<file path="src/wdcu_defs.vh">
// register map, field positions, reset values and timing counts of the watchdog control block
`ifndef WDCU_DEFS_VH
`define WDCU_DEFS_VH

// byte offsets on the register bus
`define WDCU_OFS_CONTROL     4'h0
`define WDCU_OFS_DELAY_SEL   4'h4
`define WDCU_OFS_IRQ_STATUS  4'h8
`define WDCU_OFS_IRQ_MASK    4'hc

// watchdog_control field positions
`define WDCU_BIT_DBG_IGNORE  31
`define WDCU_BIT_TIMEOUT     16
`define WDCU_BIT_SCOPE       12
`define WDCU_TSEL_HI         11
`define WDCU_TSEL_LO         8
`define WDCU_BIT_ENABLE      7
`define WDCU_BIT_RST_FLAG    2
`define WDCU_BIT_RST_EN      1
`define WDCU_BIT_CNT_CLEAR   0

// reset values
`define WDCU_CONTROL_RST     32'h00000f00
`define WDCU_TSEL_RST        4'hf

// interval exponents: codes below the break step by two, above it by one
`define WDCU_TSEL_BREAK      4'h5
`define WDCU_EXP_BASE_LO     5'h04
`define WDCU_EXP_BASE_HI     5'h09

// reset delay periods in watchdog clock cycles, selected by delay code 0..3
`define WDCU_DELAY_0         11'h402
`define WDCU_DELAY_1         11'h082
`define WDCU_DELAY_2         11'h012
`define WDCU_DELAY_3         11'h003

// length of the chip reset request in watchdog clock cycles
`define WDCU_RST_HOLD        6'h3f

// interrupt status bit positions
`define WDCU_IRQ_TIMEOUT     0
`define WDCU_IRQ_RESET       1

// bus responses
`define WDCU_RESP_OKAY       2'h0
`define WDCU_RESP_SLVERR     2'h2

`endif

</file>
<file path="src/wdcu_top.v">
// watchdog timer control register block with an axi4-lite register slave
//
// Implementation choice: register access over AXI4-Lite.
`timescale 1ns/10ps
`include "wdcu_defs.vh"

// Overview of operation
// - debug ignore bit 0: counter holds while the probe halts the processor.
// - debug ignore bit 1: counter runs whether or not the processor is halted.
// - timeout flag bit 16 sets when the counter reaches the selected interval.
// - writing 1 clears the timeout flag; writing 0 leaves it.
// - scope bit 12 picks core-domain reset (0) or near whole-chip reset (1).
// - interval select codes give 2^4..2^12 by twos, then 2^14..2^24 by ones.
// - enable bit 7 at 0 stops the watchdog and zeroes the counter.
// - protected fields take writes only while the protection lock is open.
// - writing 1 to counter clear zeroes the counter; the bit self-clears.
// - uncleared after reset delay with reset enabled: set reset flag, reset chip.
module wdcu_top (
	input  wire        aclk,
	input  wire        aresetn,
	input  wire [3:0]  s_axi_awaddr,
	input  wire        s_axi_awvalid,
	output wire        s_axi_awready,
	input  wire [31:0] s_axi_wdata,
	input  wire [3:0]  s_axi_wstrb,
	input  wire        s_axi_wvalid,
	output wire        s_axi_wready,
	output reg  [1:0]  s_axi_bresp,
	output reg         s_axi_bvalid,
	input  wire        s_axi_bready,
	input  wire [3:0]  s_axi_araddr,
	input  wire        s_axi_arvalid,
	output wire        s_axi_arready,
	output reg  [31:0] s_axi_rdata,
	output reg  [1:0]  s_axi_rresp,
	output reg         s_axi_rvalid,
	input  wire        s_axi_rready,
	input  wire        prot_unlocked,
	input  wire        debug_probe_halt,
	output wire        irq,
	output reg         chip_reset_req,
	output reg         chip_reset_scope
);

	// control fields
	reg        dbg_ignore_r;
	reg        timeout_flag_r;
	reg        scope_r;
	reg [3:0]  tsel_r;
	reg        enable_r;
	reg        rst_flag_r;
	reg        rst_en_r;
	reg [1:0]  delay_sel_r;
	reg [1:0]  irq_status_r;
	reg [1:0]  irq_mask_r;

	// counting state
	reg [23:0] cnt_r;
	reg        dly_act_r;
	reg [10:0] dly_cnt_r;
	reg [5:0]  hold_cnt_r;

	// bus state
	reg        aw_held_r;
	reg [3:0]  aw_addr_r;
	reg        w_held_r;
	reg [31:0] w_data_r;
	reg [3:0]  w_strb_r;

	wire       aw_hs;
	wire       w_hs;
	wire       ar_hs;
	wire       wr_go;
	wire       wr_ctl;
	wire       wr_dsel;
	wire       wr_mask;
	wire       rd_status;
	wire       cnt_clear;
	wire       advance;
	wire       timeout_ev;
	wire       expire;
	wire       reset_ev;
	reg  [4:0] tout_exp;
	wire [24:0] tout_span;
	wire [24:0] tout_last_w;
	wire [23:0] tout_last;
	reg  [10:0] dly_len;
	reg  [31:0] rd_mux;
	reg  [1:0]  rd_resp;
	reg  [1:0]  status_nxt;

	// bus handshakes; one write and one read in flight
	assign s_axi_awready = ~aw_held_r & ~s_axi_bvalid;
	assign s_axi_wready  = ~w_held_r & ~s_axi_bvalid;
	assign s_axi_arready = ~s_axi_rvalid;
	assign aw_hs   = s_axi_awvalid & s_axi_awready;
	assign w_hs    = s_axi_wvalid & s_axi_wready;
	assign ar_hs   = s_axi_arvalid & s_axi_arready;
	assign wr_go   = aw_held_r & w_held_r & ~s_axi_bvalid;
	assign wr_ctl  = wr_go & (aw_addr_r == `WDCU_OFS_CONTROL);
	assign wr_dsel = wr_go & (aw_addr_r == `WDCU_OFS_DELAY_SEL);
	assign wr_mask = wr_go & (aw_addr_r == `WDCU_OFS_IRQ_MASK);
	assign rd_status = ar_hs & (s_axi_araddr == `WDCU_OFS_IRQ_STATUS);

	// counter clear strobe: protected write of 1 in the low byte
	assign cnt_clear = wr_ctl & prot_unlocked & w_strb_r[0] & w_data_r[`WDCU_BIT_CNT_CLEAR];

	// counting advances while enabled unless a debug halt freezes it
	assign advance = enable_r & (dbg_ignore_r | ~debug_probe_halt);

	// interval exponent from the select code
	always @* begin
		if (tsel_r < `WDCU_TSEL_BREAK) begin
			tout_exp = `WDCU_EXP_BASE_LO + {tsel_r, 1'b0};
		end else begin
			tout_exp = `WDCU_EXP_BASE_HI + {1'b0, tsel_r};
		end
	end

	// last counter value of the interval, 2^n - 1
	assign tout_span   = 25'h0000001 << tout_exp;
	assign tout_last_w = tout_span - 25'h0000001;
	assign tout_last   = tout_last_w[23:0];
	assign timeout_ev  = advance & ~cnt_clear & (cnt_r == tout_last);

	// reset delay length from the delay select code
	always @* begin
		case (delay_sel_r)
			2'h0: dly_len = `WDCU_DELAY_0;
			2'h1: dly_len = `WDCU_DELAY_1;
			2'h2: dly_len = `WDCU_DELAY_2;
			default: dly_len = `WDCU_DELAY_3;
		endcase
	end

	assign expire   = dly_act_r & advance & ~cnt_clear & (dly_cnt_r == 11'h001);
	assign reset_ev = expire & rst_en_r;

	// up counter: zeroed by disable or clear, else counts while advance is high and holds otherwise
	always @(posedge aclk) begin
		if (!aresetn) begin
			cnt_r <= 24'h000000;
		end else if (!enable_r || cnt_clear) begin
			cnt_r <= 24'h000000;
		end else if (advance) begin
			cnt_r <= cnt_r + 24'h000001;
		end
	end

	// reset delay window opened by each time-out, closed by a counter clear
	always @(posedge aclk) begin
		if (!aresetn) begin
			dly_act_r <= 1'b0;
			dly_cnt_r <= 11'h000;
		end else if (!enable_r || cnt_clear) begin
			dly_act_r <= 1'b0;
		end else if (timeout_ev && !dly_act_r) begin
			dly_act_r <= 1'b1;
			dly_cnt_r <= dly_len;
		end else if (dly_act_r && advance) begin
			dly_cnt_r <= dly_cnt_r - 11'h001;
			if (dly_cnt_r == 11'h001) begin
				dly_act_r <= 1'b0;
			end
		end
	end

	// chip reset request held for a fixed number of cycles
	always @(posedge aclk) begin
		if (!aresetn) begin
			hold_cnt_r       <= 6'h00;
			chip_reset_req   <= 1'b0;
			chip_reset_scope <= 1'b0;
		end else if (reset_ev) begin
			hold_cnt_r       <= `WDCU_RST_HOLD;
			chip_reset_req   <= 1'b1;
			chip_reset_scope <= scope_r;
		end else if (hold_cnt_r != 6'h00) begin
			hold_cnt_r <= hold_cnt_r - 6'h01;
			if (hold_cnt_r == 6'h01) begin
				chip_reset_req <= 1'b0;
			end
		end
	end

	// control and configuration fields; hardware sets win over write-1 clears
	always @(posedge aclk) begin
		if (!aresetn) begin
			dbg_ignore_r   <= 1'b0;
			timeout_flag_r <= 1'b0;
			scope_r        <= 1'b0;
			tsel_r         <= `WDCU_TSEL_RST;
			enable_r       <= 1'b0;
			rst_flag_r     <= 1'b0;
			rst_en_r       <= 1'b0;
			delay_sel_r    <= 2'h0;
			irq_mask_r     <= 2'h0;
		end else begin
			if (wr_ctl && prot_unlocked) begin
				if (w_strb_r[3]) begin
					dbg_ignore_r <= w_data_r[`WDCU_BIT_DBG_IGNORE];
				end
				if (w_strb_r[1]) begin
					scope_r <= w_data_r[`WDCU_BIT_SCOPE];
					tsel_r  <= w_data_r[`WDCU_TSEL_HI:`WDCU_TSEL_LO];
				end
				if (w_strb_r[0]) begin
					enable_r <= w_data_r[`WDCU_BIT_ENABLE];
					rst_en_r <= w_data_r[`WDCU_BIT_RST_EN];
				end
			end
			if (wr_dsel && prot_unlocked && w_strb_r[0]) begin
				delay_sel_r <= w_data_r[1:0];
			end
			if (wr_mask && w_strb_r[0]) begin
				irq_mask_r <= w_data_r[1:0];
			end
			if (timeout_ev) begin
				timeout_flag_r <= 1'b1;
			end else if (wr_ctl && w_strb_r[2] && w_data_r[`WDCU_BIT_TIMEOUT]) begin
				timeout_flag_r <= 1'b0;
			end
			if (reset_ev) begin
				rst_flag_r <= 1'b1;
			end else if (wr_ctl && w_strb_r[0] && w_data_r[`WDCU_BIT_RST_FLAG]) begin
				rst_flag_r <= 1'b0;
			end
		end
	end

	// sticky interrupt status, cleared by a read; a new event wins
	always @* begin
		status_nxt = rd_status ? 2'h0 : irq_status_r;
		if (timeout_ev) begin
			status_nxt[`WDCU_IRQ_TIMEOUT] = 1'b1;
		end
		if (reset_ev) begin
			status_nxt[`WDCU_IRQ_RESET] = 1'b1;
		end
	end

	always @(posedge aclk) begin
		if (!aresetn) begin
			irq_status_r <= 2'h0;
		end else begin
			irq_status_r <= status_nxt;
		end
	end

	assign irq = |(irq_status_r & irq_mask_r);

	// write channel capture and response
	always @(posedge aclk) begin
		if (!aresetn) begin
			aw_held_r    <= 1'b0;
			aw_addr_r    <= 4'h0;
			w_held_r     <= 1'b0;
			w_data_r     <= 32'h00000000;
			w_strb_r     <= 4'h0;
			s_axi_bvalid <= 1'b0;
			s_axi_bresp  <= `WDCU_RESP_OKAY;
		end else begin
			if (aw_hs) begin
				aw_held_r <= 1'b1;
				aw_addr_r <= {s_axi_awaddr[3:2], 2'b00};
			end
			if (w_hs) begin
				w_held_r <= 1'b1;
				w_data_r <= s_axi_wdata;
				w_strb_r <= s_axi_wstrb;
			end
			if (wr_go) begin
				aw_held_r    <= 1'b0;
				w_held_r     <= 1'b0;
				s_axi_bvalid <= 1'b1;
				s_axi_bresp  <= `WDCU_RESP_OKAY;
			end else if (s_axi_bvalid && s_axi_bready) begin
				s_axi_bvalid <= 1'b0;
			end
		end
	end

	// read data selection
	always @* begin
		rd_mux  = 32'h00000000;
		rd_resp = `WDCU_RESP_OKAY;
		case ({s_axi_araddr[3:2], 2'b00})
			`WDCU_OFS_CONTROL: begin
				rd_mux[`WDCU_BIT_DBG_IGNORE]          = dbg_ignore_r;
				rd_mux[`WDCU_BIT_TIMEOUT]             = timeout_flag_r;
				rd_mux[`WDCU_BIT_SCOPE]               = scope_r;
				rd_mux[`WDCU_TSEL_HI:`WDCU_TSEL_LO]   = tsel_r;
				rd_mux[`WDCU_BIT_ENABLE]              = enable_r;
				rd_mux[`WDCU_BIT_RST_FLAG]            = rst_flag_r;
				rd_mux[`WDCU_BIT_RST_EN]              = rst_en_r;
			end
			`WDCU_OFS_DELAY_SEL: rd_mux[1:0] = delay_sel_r;
			`WDCU_OFS_IRQ_STATUS: rd_mux[1:0] = irq_status_r;
			`WDCU_OFS_IRQ_MASK: rd_mux[1:0] = irq_mask_r;
			default: rd_resp = `WDCU_RESP_SLVERR;
		endcase
	end

	// read channel
	always @(posedge aclk) begin
		if (!aresetn) begin
			s_axi_rvalid <= 1'b0;
			s_axi_rdata  <= 32'h00000000;
			s_axi_rresp  <= `WDCU_RESP_OKAY;
		end else if (ar_hs) begin
			s_axi_rvalid <= 1'b1;
			s_axi_rdata  <= rd_mux;
			s_axi_rresp  <= rd_resp;
		end else if (s_axi_rvalid && s_axi_rready) begin
			s_axi_rvalid <= 1'b0;
		end
	end

endmodule

</file>
<file path="config.mk">
export PLATFORM = sky130hd
export DESIGN_NAME = wdcu_top
export DESIGN_NICKNAME = d
export VERILOG_FILES = /design/src/wdcu_top.v
export VERILOG_INCLUDE_DIRS = /design/src
export SDC_FILE = /design/constraint.sdc
export NUM_CORES = 1
export LEC_CHECK = 0
export BUFFER_PORTS_ARGS = -buffer_cell sky130_fd_sc_hd__buf_2
export CAP_MARGIN = 20
export CORE_MARGIN = 3
export CORE_UTILIZATION = 25
export DETAILED_ROUTE_END_ITERATION = 7
export GPL_TIMING_DRIVEN = 0
export PLACE_DENSITY_LB_ADDON = 0.2
export SLEW_MARGIN = 20
export SYNTH_ARGS = -nofsm -noshare
export SYNTH_HDL_FRONTEND = slang
export SYNTH_SLANG_ARGS = --single-unit
</file>
<file path="constraint.sdc">
create_clock -name aclk -period 6 [get_ports aclk]
set_input_delay 1.2 -clock aclk [delete_from_list [all_inputs] [get_ports aclk]]
set_output_delay 1.2 -clock aclk [all_outputs]
set_load 0.01 [all_outputs]
</file>
## Yosys cells after proc, flatten, opt, wreduce, memory -nomap -nowiden

Cells that the tools add are included.

| operators by class | value |
|---|---|
| shift operators | 1 |
| add/subtract/negate cells | 6 |
| equal/unequal tests | 11 |
| multiplexer cells | 29 |
| reductions and logical operators | 38 |
| magnitude comparators | 1 |
| bitwise operators | 31 |

Operators by type and width:

| cell | count |
|---|---|
| case mux 11 bit (3 select lines) | 1 |
| adder 24 x 1 -> 24 bit, second input constant | 1 |
| equality test 24 bit | 1 |
| left shift 1 x 5 -> 24 bit, first input constant | 1 |
| subtractor 24 x 1 -> 24 bit, second input constant | 1 |
| two-way mux 11 bit | 2 |
| AND 1 bit | 21 |
| nonzero test 2 bit | 10 |
| two-way mux 1 bit | 19 |
| two-way mux 6 bit | 3 |
| logical AND 1 bit | 12 |
| AND reduction 2 bit | 6 |
| equality test 11 x 1 -> 1 bit, second input constant | 1 |
| subtractor 11 x 1 -> 11 bit, second input constant | 1 |
| equality test 2 bit, second input constant | 4 |
| NOT 1 bit | 8 |
| equality test 2 x 1 -> 1 bit, second input constant | 3 |
| equality test 6 x 1 -> 1 bit, second input constant | 1 |
| nonzero test 6 bit | 1 |
| OR reduction 2 bit | 3 |
| subtractor 6 x 1 -> 6 bit, second input constant | 1 |
| adder 3 x 5 -> 5 bit, first input constant | 1 |
| adder 4 x 4 -> 5 bit, first input constant | 1 |
| two-way mux 5 bit | 1 |
| 11 further kinds | 13 |

| storage, ports and cells | value |
|---|---|
| word-level logic and storage cells | 142 |
| input bits | 53 |
| bits in registers | 113 |
| output and inout port bits | 44 |

## Logic depth before layout (Yosys ltp)

| logic depth | value |
|---|---|
| depth in word-level cells | 12 |
| gate-level depth with buffers | 21 |
| mapped depth without buffers | 18 |

## Worst setup path before layout

No wires, ideal clock.

| path | value |
|---|---|
| kind | register -> register |
| start | register tsel_r[0] |
| end | register dly_cnt_r[0] |
| period minus slack after synthesis | 4.168 ns |
| path slack | 1.832 ns |
| arrival | 4.089 ns |
| buffers on the path | 3 |
| setup time | 0.079 ns |
| stages on the path, launching flop included | 19 |
| required time | 5.921 ns |
| path through | dfxtp_1 > inv_1 > ha_1 > nor4b_2 > a21o_1 > clkbuf_1 > nand3_1 > ha_1 > clkbuf_1 > inv_1 > a211oi_2 > o21ai_2 > a211oi_2 > xnor2_1 > or4b_4 > or4_4 > buf_6 > o21a_1 > a211oi_2 |

| on the way | value |
|---|---|
| cells in the longest elaborated chain, start to end | 9 |
| elaborated cells between the ends (all ways) | 12 |
| classes of those cells | add/sub (3); order compare (1); eq/ne (1); shift (1); mux (2); bitwise (1); reduce/logical (3) |

RTL lines:

| what | line | RTL |
|---|---|---|
| start: declaration | wdcu_top.v:49 | `reg [3:0] tsel_r;` |
| start signal: assignment | wdcu_top.v:192 | `` tsel_r <= `WDCU_TSEL_RST; `` |
| start signal: assignment | wdcu_top.v:205 | `` tsel_r <= w_data_r[`WDCU_TSEL_HI:`WDCU_TSEL_LO]; `` |
| adder 3 x 5 -> 5 bit (no line) (tied with other cells) | - |  |
| two-way mux 5 bit (*) | wdcu_top.v:113 | `` if (tsel_r < `WDCU_TSEL_BREAK) begin `` |
| left shift 1 x 5 -> 24 bit (*) | wdcu_top.v:121 | `assign tout_span = 25'h0000001 << tout_exp;` |
| subtractor 24 x 1 -> 24 bit (*) | wdcu_top.v:122 | `assign tout_last_w = tout_span - 25'h0000001;` |
| equality test 24 bit (*) | wdcu_top.v:124 | `assign timeout_ev = advance & ~cnt_clear & (cnt_r == tout_last);` |
| AND 1 bit (*) | wdcu_top.v:124 |  |
| logical AND 1 bit (*) | wdcu_top.v:157 | `end else if (timeout_ev && !dly_act_r) begin` |
| nonzero test 2 bit (no line) | - |  |
| AND reduction 2 bit (no line) | - |  |
| end signal: assignment | wdcu_top.v:159 | `dly_cnt_r <= dly_len;` |
| end signal: assignment | wdcu_top.v:161 | `dly_cnt_r <= dly_cnt_r - 11'h001;` |
| end: declaration | wdcu_top.v:60 | `reg [10:0] dly_cnt_r;` |

Mark *: on every way between the ends. The rest lies on a longest branch, timed or not.
A chain may end at the register's enable or synchronous reset.

## Final worst setup path

Ends and elaborated chain as after synthesis.

==> flow_summary.ini <==
[status]
outcome = finished clean

[drt]
initialDrtViolationCount = 307
detail-route-antenna-nets = 0
detailroute.via_count = 4963
avgRoutedWirePerCell_um = 14.4
postRouteWirelength_um = 15000
post-route-drc-count = 0
drt_first_pass_iters = 5
avgViaCountPerCell = 4.76

[power_and_ir_drop]
internal_power_w = 0.00101
total_switching_power_w = 0.000418
share_seq_of_total_power_pct = 46.4
power.switching_fraction_pct = 29.2
pwr-share-clk_pct = 40.1
total_leakage_power_nw = 2.37
combinationalPowerShare_pct = 13.5
power_density_mw_per_mm2 = 226
peakVddDrop_v = 0.000130

[finish]
multi_input_comb_area_mm2 = 0.00323
filler_cell_count = 2335
fin_nets = 825
count_of_antenna_diodes_in_the_layout = 0
seqCellArea_mm2 = 0.00184
layoutNonFillerInstCount = 1043
area_delta_synth_final_pct = 17.7
layout-drive-gt1-share_pct = 15.5

[min_path]
worstHoldPathCells = 2
min-delay-start = w_data_r[2]
endpoint_worst_hold = w_data_r[2]
class_of_the_tightest_hold_or_removal_check = flop to flop

[synth]
synth.top_cells.by_area = sky130_fd_sc_hd__dfxtp_1, sky130_fd_sc_hd__nand2_1, sky130_fd_sc_hd__a21oi_1, sky130_fd_sc_hd__nor2_1, sky130_fd_sc_hd__xor2_1
seq_area_frac_synth_pct = 34.2
post_synth_inst_count = 683
mapped_cell_area_mm2 = 0.00538
yosys.cell_types.count = 73
synth.most_common_cell = sky130_fd_sc_hd__dfxtp_1
most_used_flip_flop_cell_after_synthesis = sky130_fd_sc_hd__dfxtp_1
synth-edff-count = 0
synth_warnings = 0
ys_async_sr_fraction_pct = 0
yosys.area.top_type = sky130_fd_sc_hd__dfxtp_1
netlist_top_cells_count = sky130_fd_sc_hd__dfxtp_1, sky130_fd_sc_hd__nand2_1, sky130_fd_sc_hd__nor2_1, sky130_fd_sc_hd__a21oi_1, sky130_fd_sc_hd__nand3_1
ys_ff_latch = 92
yosys.area.top_type_share_pct = 34.2
syn-mean-instance-area_um2 = 7.88

[setup_path]
r2r_slack_ns = 0.97
max_stage_delay_ns = 0.56
critical_path.endpoint_type = flop
worst_path_most_repeated_cell = sky130_fd_sc_hd__a211oi_2
cp-start-kind = flop
timing_worst_setup_path_type = flop to flop
r2r-end = dly_cnt_r[0]
reg2regPathDepth = 18
cp.required_ns = 6.27
critical_path.cell_chain = inv_1, ha_1, nor4b_2, a21o_1, clkbuf_1, nand3_1, ha_1, clkbuf_1, inv_1, a211oi_2, o21ai_2, a211oi_2, xnor2_1, or4b_4, or4_4, buf_6, o21a_1, a211oi_2
critical-path-slowest-cell = sky130_fd_sc_hd__or4_4
crit_family = simple AND/OR/NAND/NOR gates
path_buf_inv = 5
crit_path_max_fanout = 10
critical_path_arrival_ns = 5.31
worst_r2r_startpoint = tsel_r[0]

[floorplanning]
io_pins = 97
count_of_standard_cell_rows = 53
die_h_um = 153
die_area_mm2 = 0.0233
chipWidth_um = 153
design.core.area_mm2 = 0.0211
start_util_pct = 25.5

[placed_design]
dpl.hpwl_um = 11200
routabilityCongestion = 0.803
portBuffers = 45
dpl.cell_count = 1027

[cts]
number_of_h_tree_levels = 3
cts_repair_resize_count = 0
numClockSinks = 92
cts_buffers = 9
hold_buffers = 0
clock_tree_from_tritoncts = done
cts.reportedPaths.clkPinSlew_ns = 0.08
cts_root_buffer = sky130_fd_sc_hd__clkbuf_16
postCtsSetupRepairBufs = 0
clk-insertion-delay-late_ns = 0.36
ctsLongestPathBuffers = 2

[timing]
clock-skew-final_ns = 0.0163
fin_crit_sh_pct = 83.9
finalWorstPathRequiredPeriod_ns = 5.03
setup_violations = 0
timing.slew.headroom_pct = 36.3
finalSetupTns_ns = 0
grt_setup_unrepaired = no
achievable-frequency_mhz = 199
worst_slew_pin_slew_ns = 0.953
final-hold-violation-count = 0
drv_slew = 0

[global_route]
number_of_antenna_violations_at_the_first_check_in_global_routing = 0
largest_net_degree_at_the_start_of_global_routing = 19
wire_length_of_the_first_global_routing_pass_um = 24600
vias_in_the_first_global_route = 4634
groute.usage.overall_pct = 12.8
overflow = 0

[job]
cap_viol_max_count = 0
[logic make-up after synthesis]
group | count (synthesis) | share of synthesized area, %
buf+inv | 73 | 7.56
simple gates | 303 | 28.3
other cells | 2 | 0.140
fa+ha+maj | 9 | 2.09
flops | 92 | 34.2
compound gates | 147 | 18.1
xor+xnor | 44 | 7.16
mux | 13 | 2.42
[power by group through the flow]
stage	clock [W]	sequential, W	combinational, W
after detailed placement	0	0.000678	0.000193
after CTS	0.000593	0.000664	0.000194
after floorplan	0	0.000672	0.000151
after global placement	0	0.000678	0.000193
final	0.000574	0.000664	0.000193
after global routing	0.000615	0.000668	0.000220
[stage by stage]
step / utilization, % / hold WS [ns] / power (W) / area (um^2) / worst slack (ns)
after floorplan: - / 0.436 / 0.000823 / 5470 / 1.83
after global placement: 28.6 / 0.448 / 0.000871 / 6040 / 0.999
after detailed placement: 28.7 / 0.450 / 0.000871 / 6050 / 1.05
after CTS: 30.0 / 0.460 / 0.00145 / 6340 / 1.01
after global routing: 30.0 / 0.489 / 0.00150 / 6340 / 0.633
final: 30.0 / 0.464 / 0.00143 / 6340 / 0.967
[worst reg2reg max path: stages (launching register included)]
cell and delay, ns:
sky130_fd_sc_hd__dfxtp_1 0.41, sky130_fd_sc_hd__inv_1 0.15, sky130_fd_sc_hd__ha_1 0.28, sky130_fd_sc_hd__nor4b_2 0.47
sky130_fd_sc_hd__a21o_1 0.32, sky130_fd_sc_hd__clkbuf_1 0.44, sky130_fd_sc_hd__nand3_1 0.14, sky130_fd_sc_hd__ha_1 0.22
sky130_fd_sc_hd__clkbuf_1 0.22, sky130_fd_sc_hd__inv_1 0.21, sky130_fd_sc_hd__a211oi_2 0.06, sky130_fd_sc_hd__o21ai_2 0.22
sky130_fd_sc_hd__a211oi_2 0.07, sky130_fd_sc_hd__xnor2_1 0.14, sky130_fd_sc_hd__or4b_4 0.51, sky130_fd_sc_hd__or4_4 0.56
sky130_fd_sc_hd__buf_6 0.16, sky130_fd_sc_hd__o21a_1 0.18, sky130_fd_sc_hd__a211oi_2 0.17
[state kept, by name (all words and copies together), names as in the netlist, 2 cells and up]
signal        count
aw_addr_r         2
cnt_r            24
delay_sel_r       2
dly_cnt_r        11
hold_cnt_r        6
irq_mask_r        2
irq_status_r      2
s_axi_rdata      11
tsel_r            4
w_data_r         11
w_strb_r          4
[layer usage]
layer,vias up,track usage [%],part of all wire (%)
met3,12,3.18,4.4
met1,2291,17.5,50
met4,0,3.18,1.2
met5,-,0,0
li1,2540,-,-
met2,120,20.2,45
[cells in the final DEF (no fill, tap or decap), drive strengths merged, types with 3 or more instances in the layout]
cell / instances
a22oi: 11
or2: 4
a21o: 3
conb: 26
o22ai: 6
xor2: 24
o21ai: 23
and3: 7
nor3: 27
nand4: 6
nor2b: 4
clkinv: 3
a21oi: 56
nand2b: 10
mux2i: 13
nor2: 66
or4: 4
nor4: 11
nor4b: 7
and2: 5
o31ai: 3
a211oi: 12
clkbuf: 33
dfxtp: 92
buf: 80
ha: 9
nor3b: 5
xnor2: 20
inv: 17
nand3b: 3
a31oi: 5
nand2: 87
nand3: 41
or3: 13
[worst max path at each step]
stage               cells past startpoint  slack [ns]       from           end
floorplan                              18        1.83  tsel_r[0]  dly_cnt_r[0]
global placement                       18         1.0  tsel_r[0]  dly_cnt_r[0]
detailed placement                     18        1.05  tsel_r[0]  dly_cnt_r[0]
CTS                                    18        1.01  tsel_r[0]  dly_cnt_r[0]
global route                           17        0.63  tsel_r[0]  dly_cnt_r[4]
finish                                 18        0.97  tsel_r[0]  dly_cnt_r[0]
[area by class of cell]
class                      count  share of cell area, %
buffer                        59                   5.59
clock buffer                   9                   3.55
clock inverter                 7                   1.03
inverter                      14                  0.829
multi-input combinational    542                   50.9
sequential                    92                   29.1
tap                          275                   5.43
timing repair buffer          45                   3.55
Power figures use the tool's default switching activity.
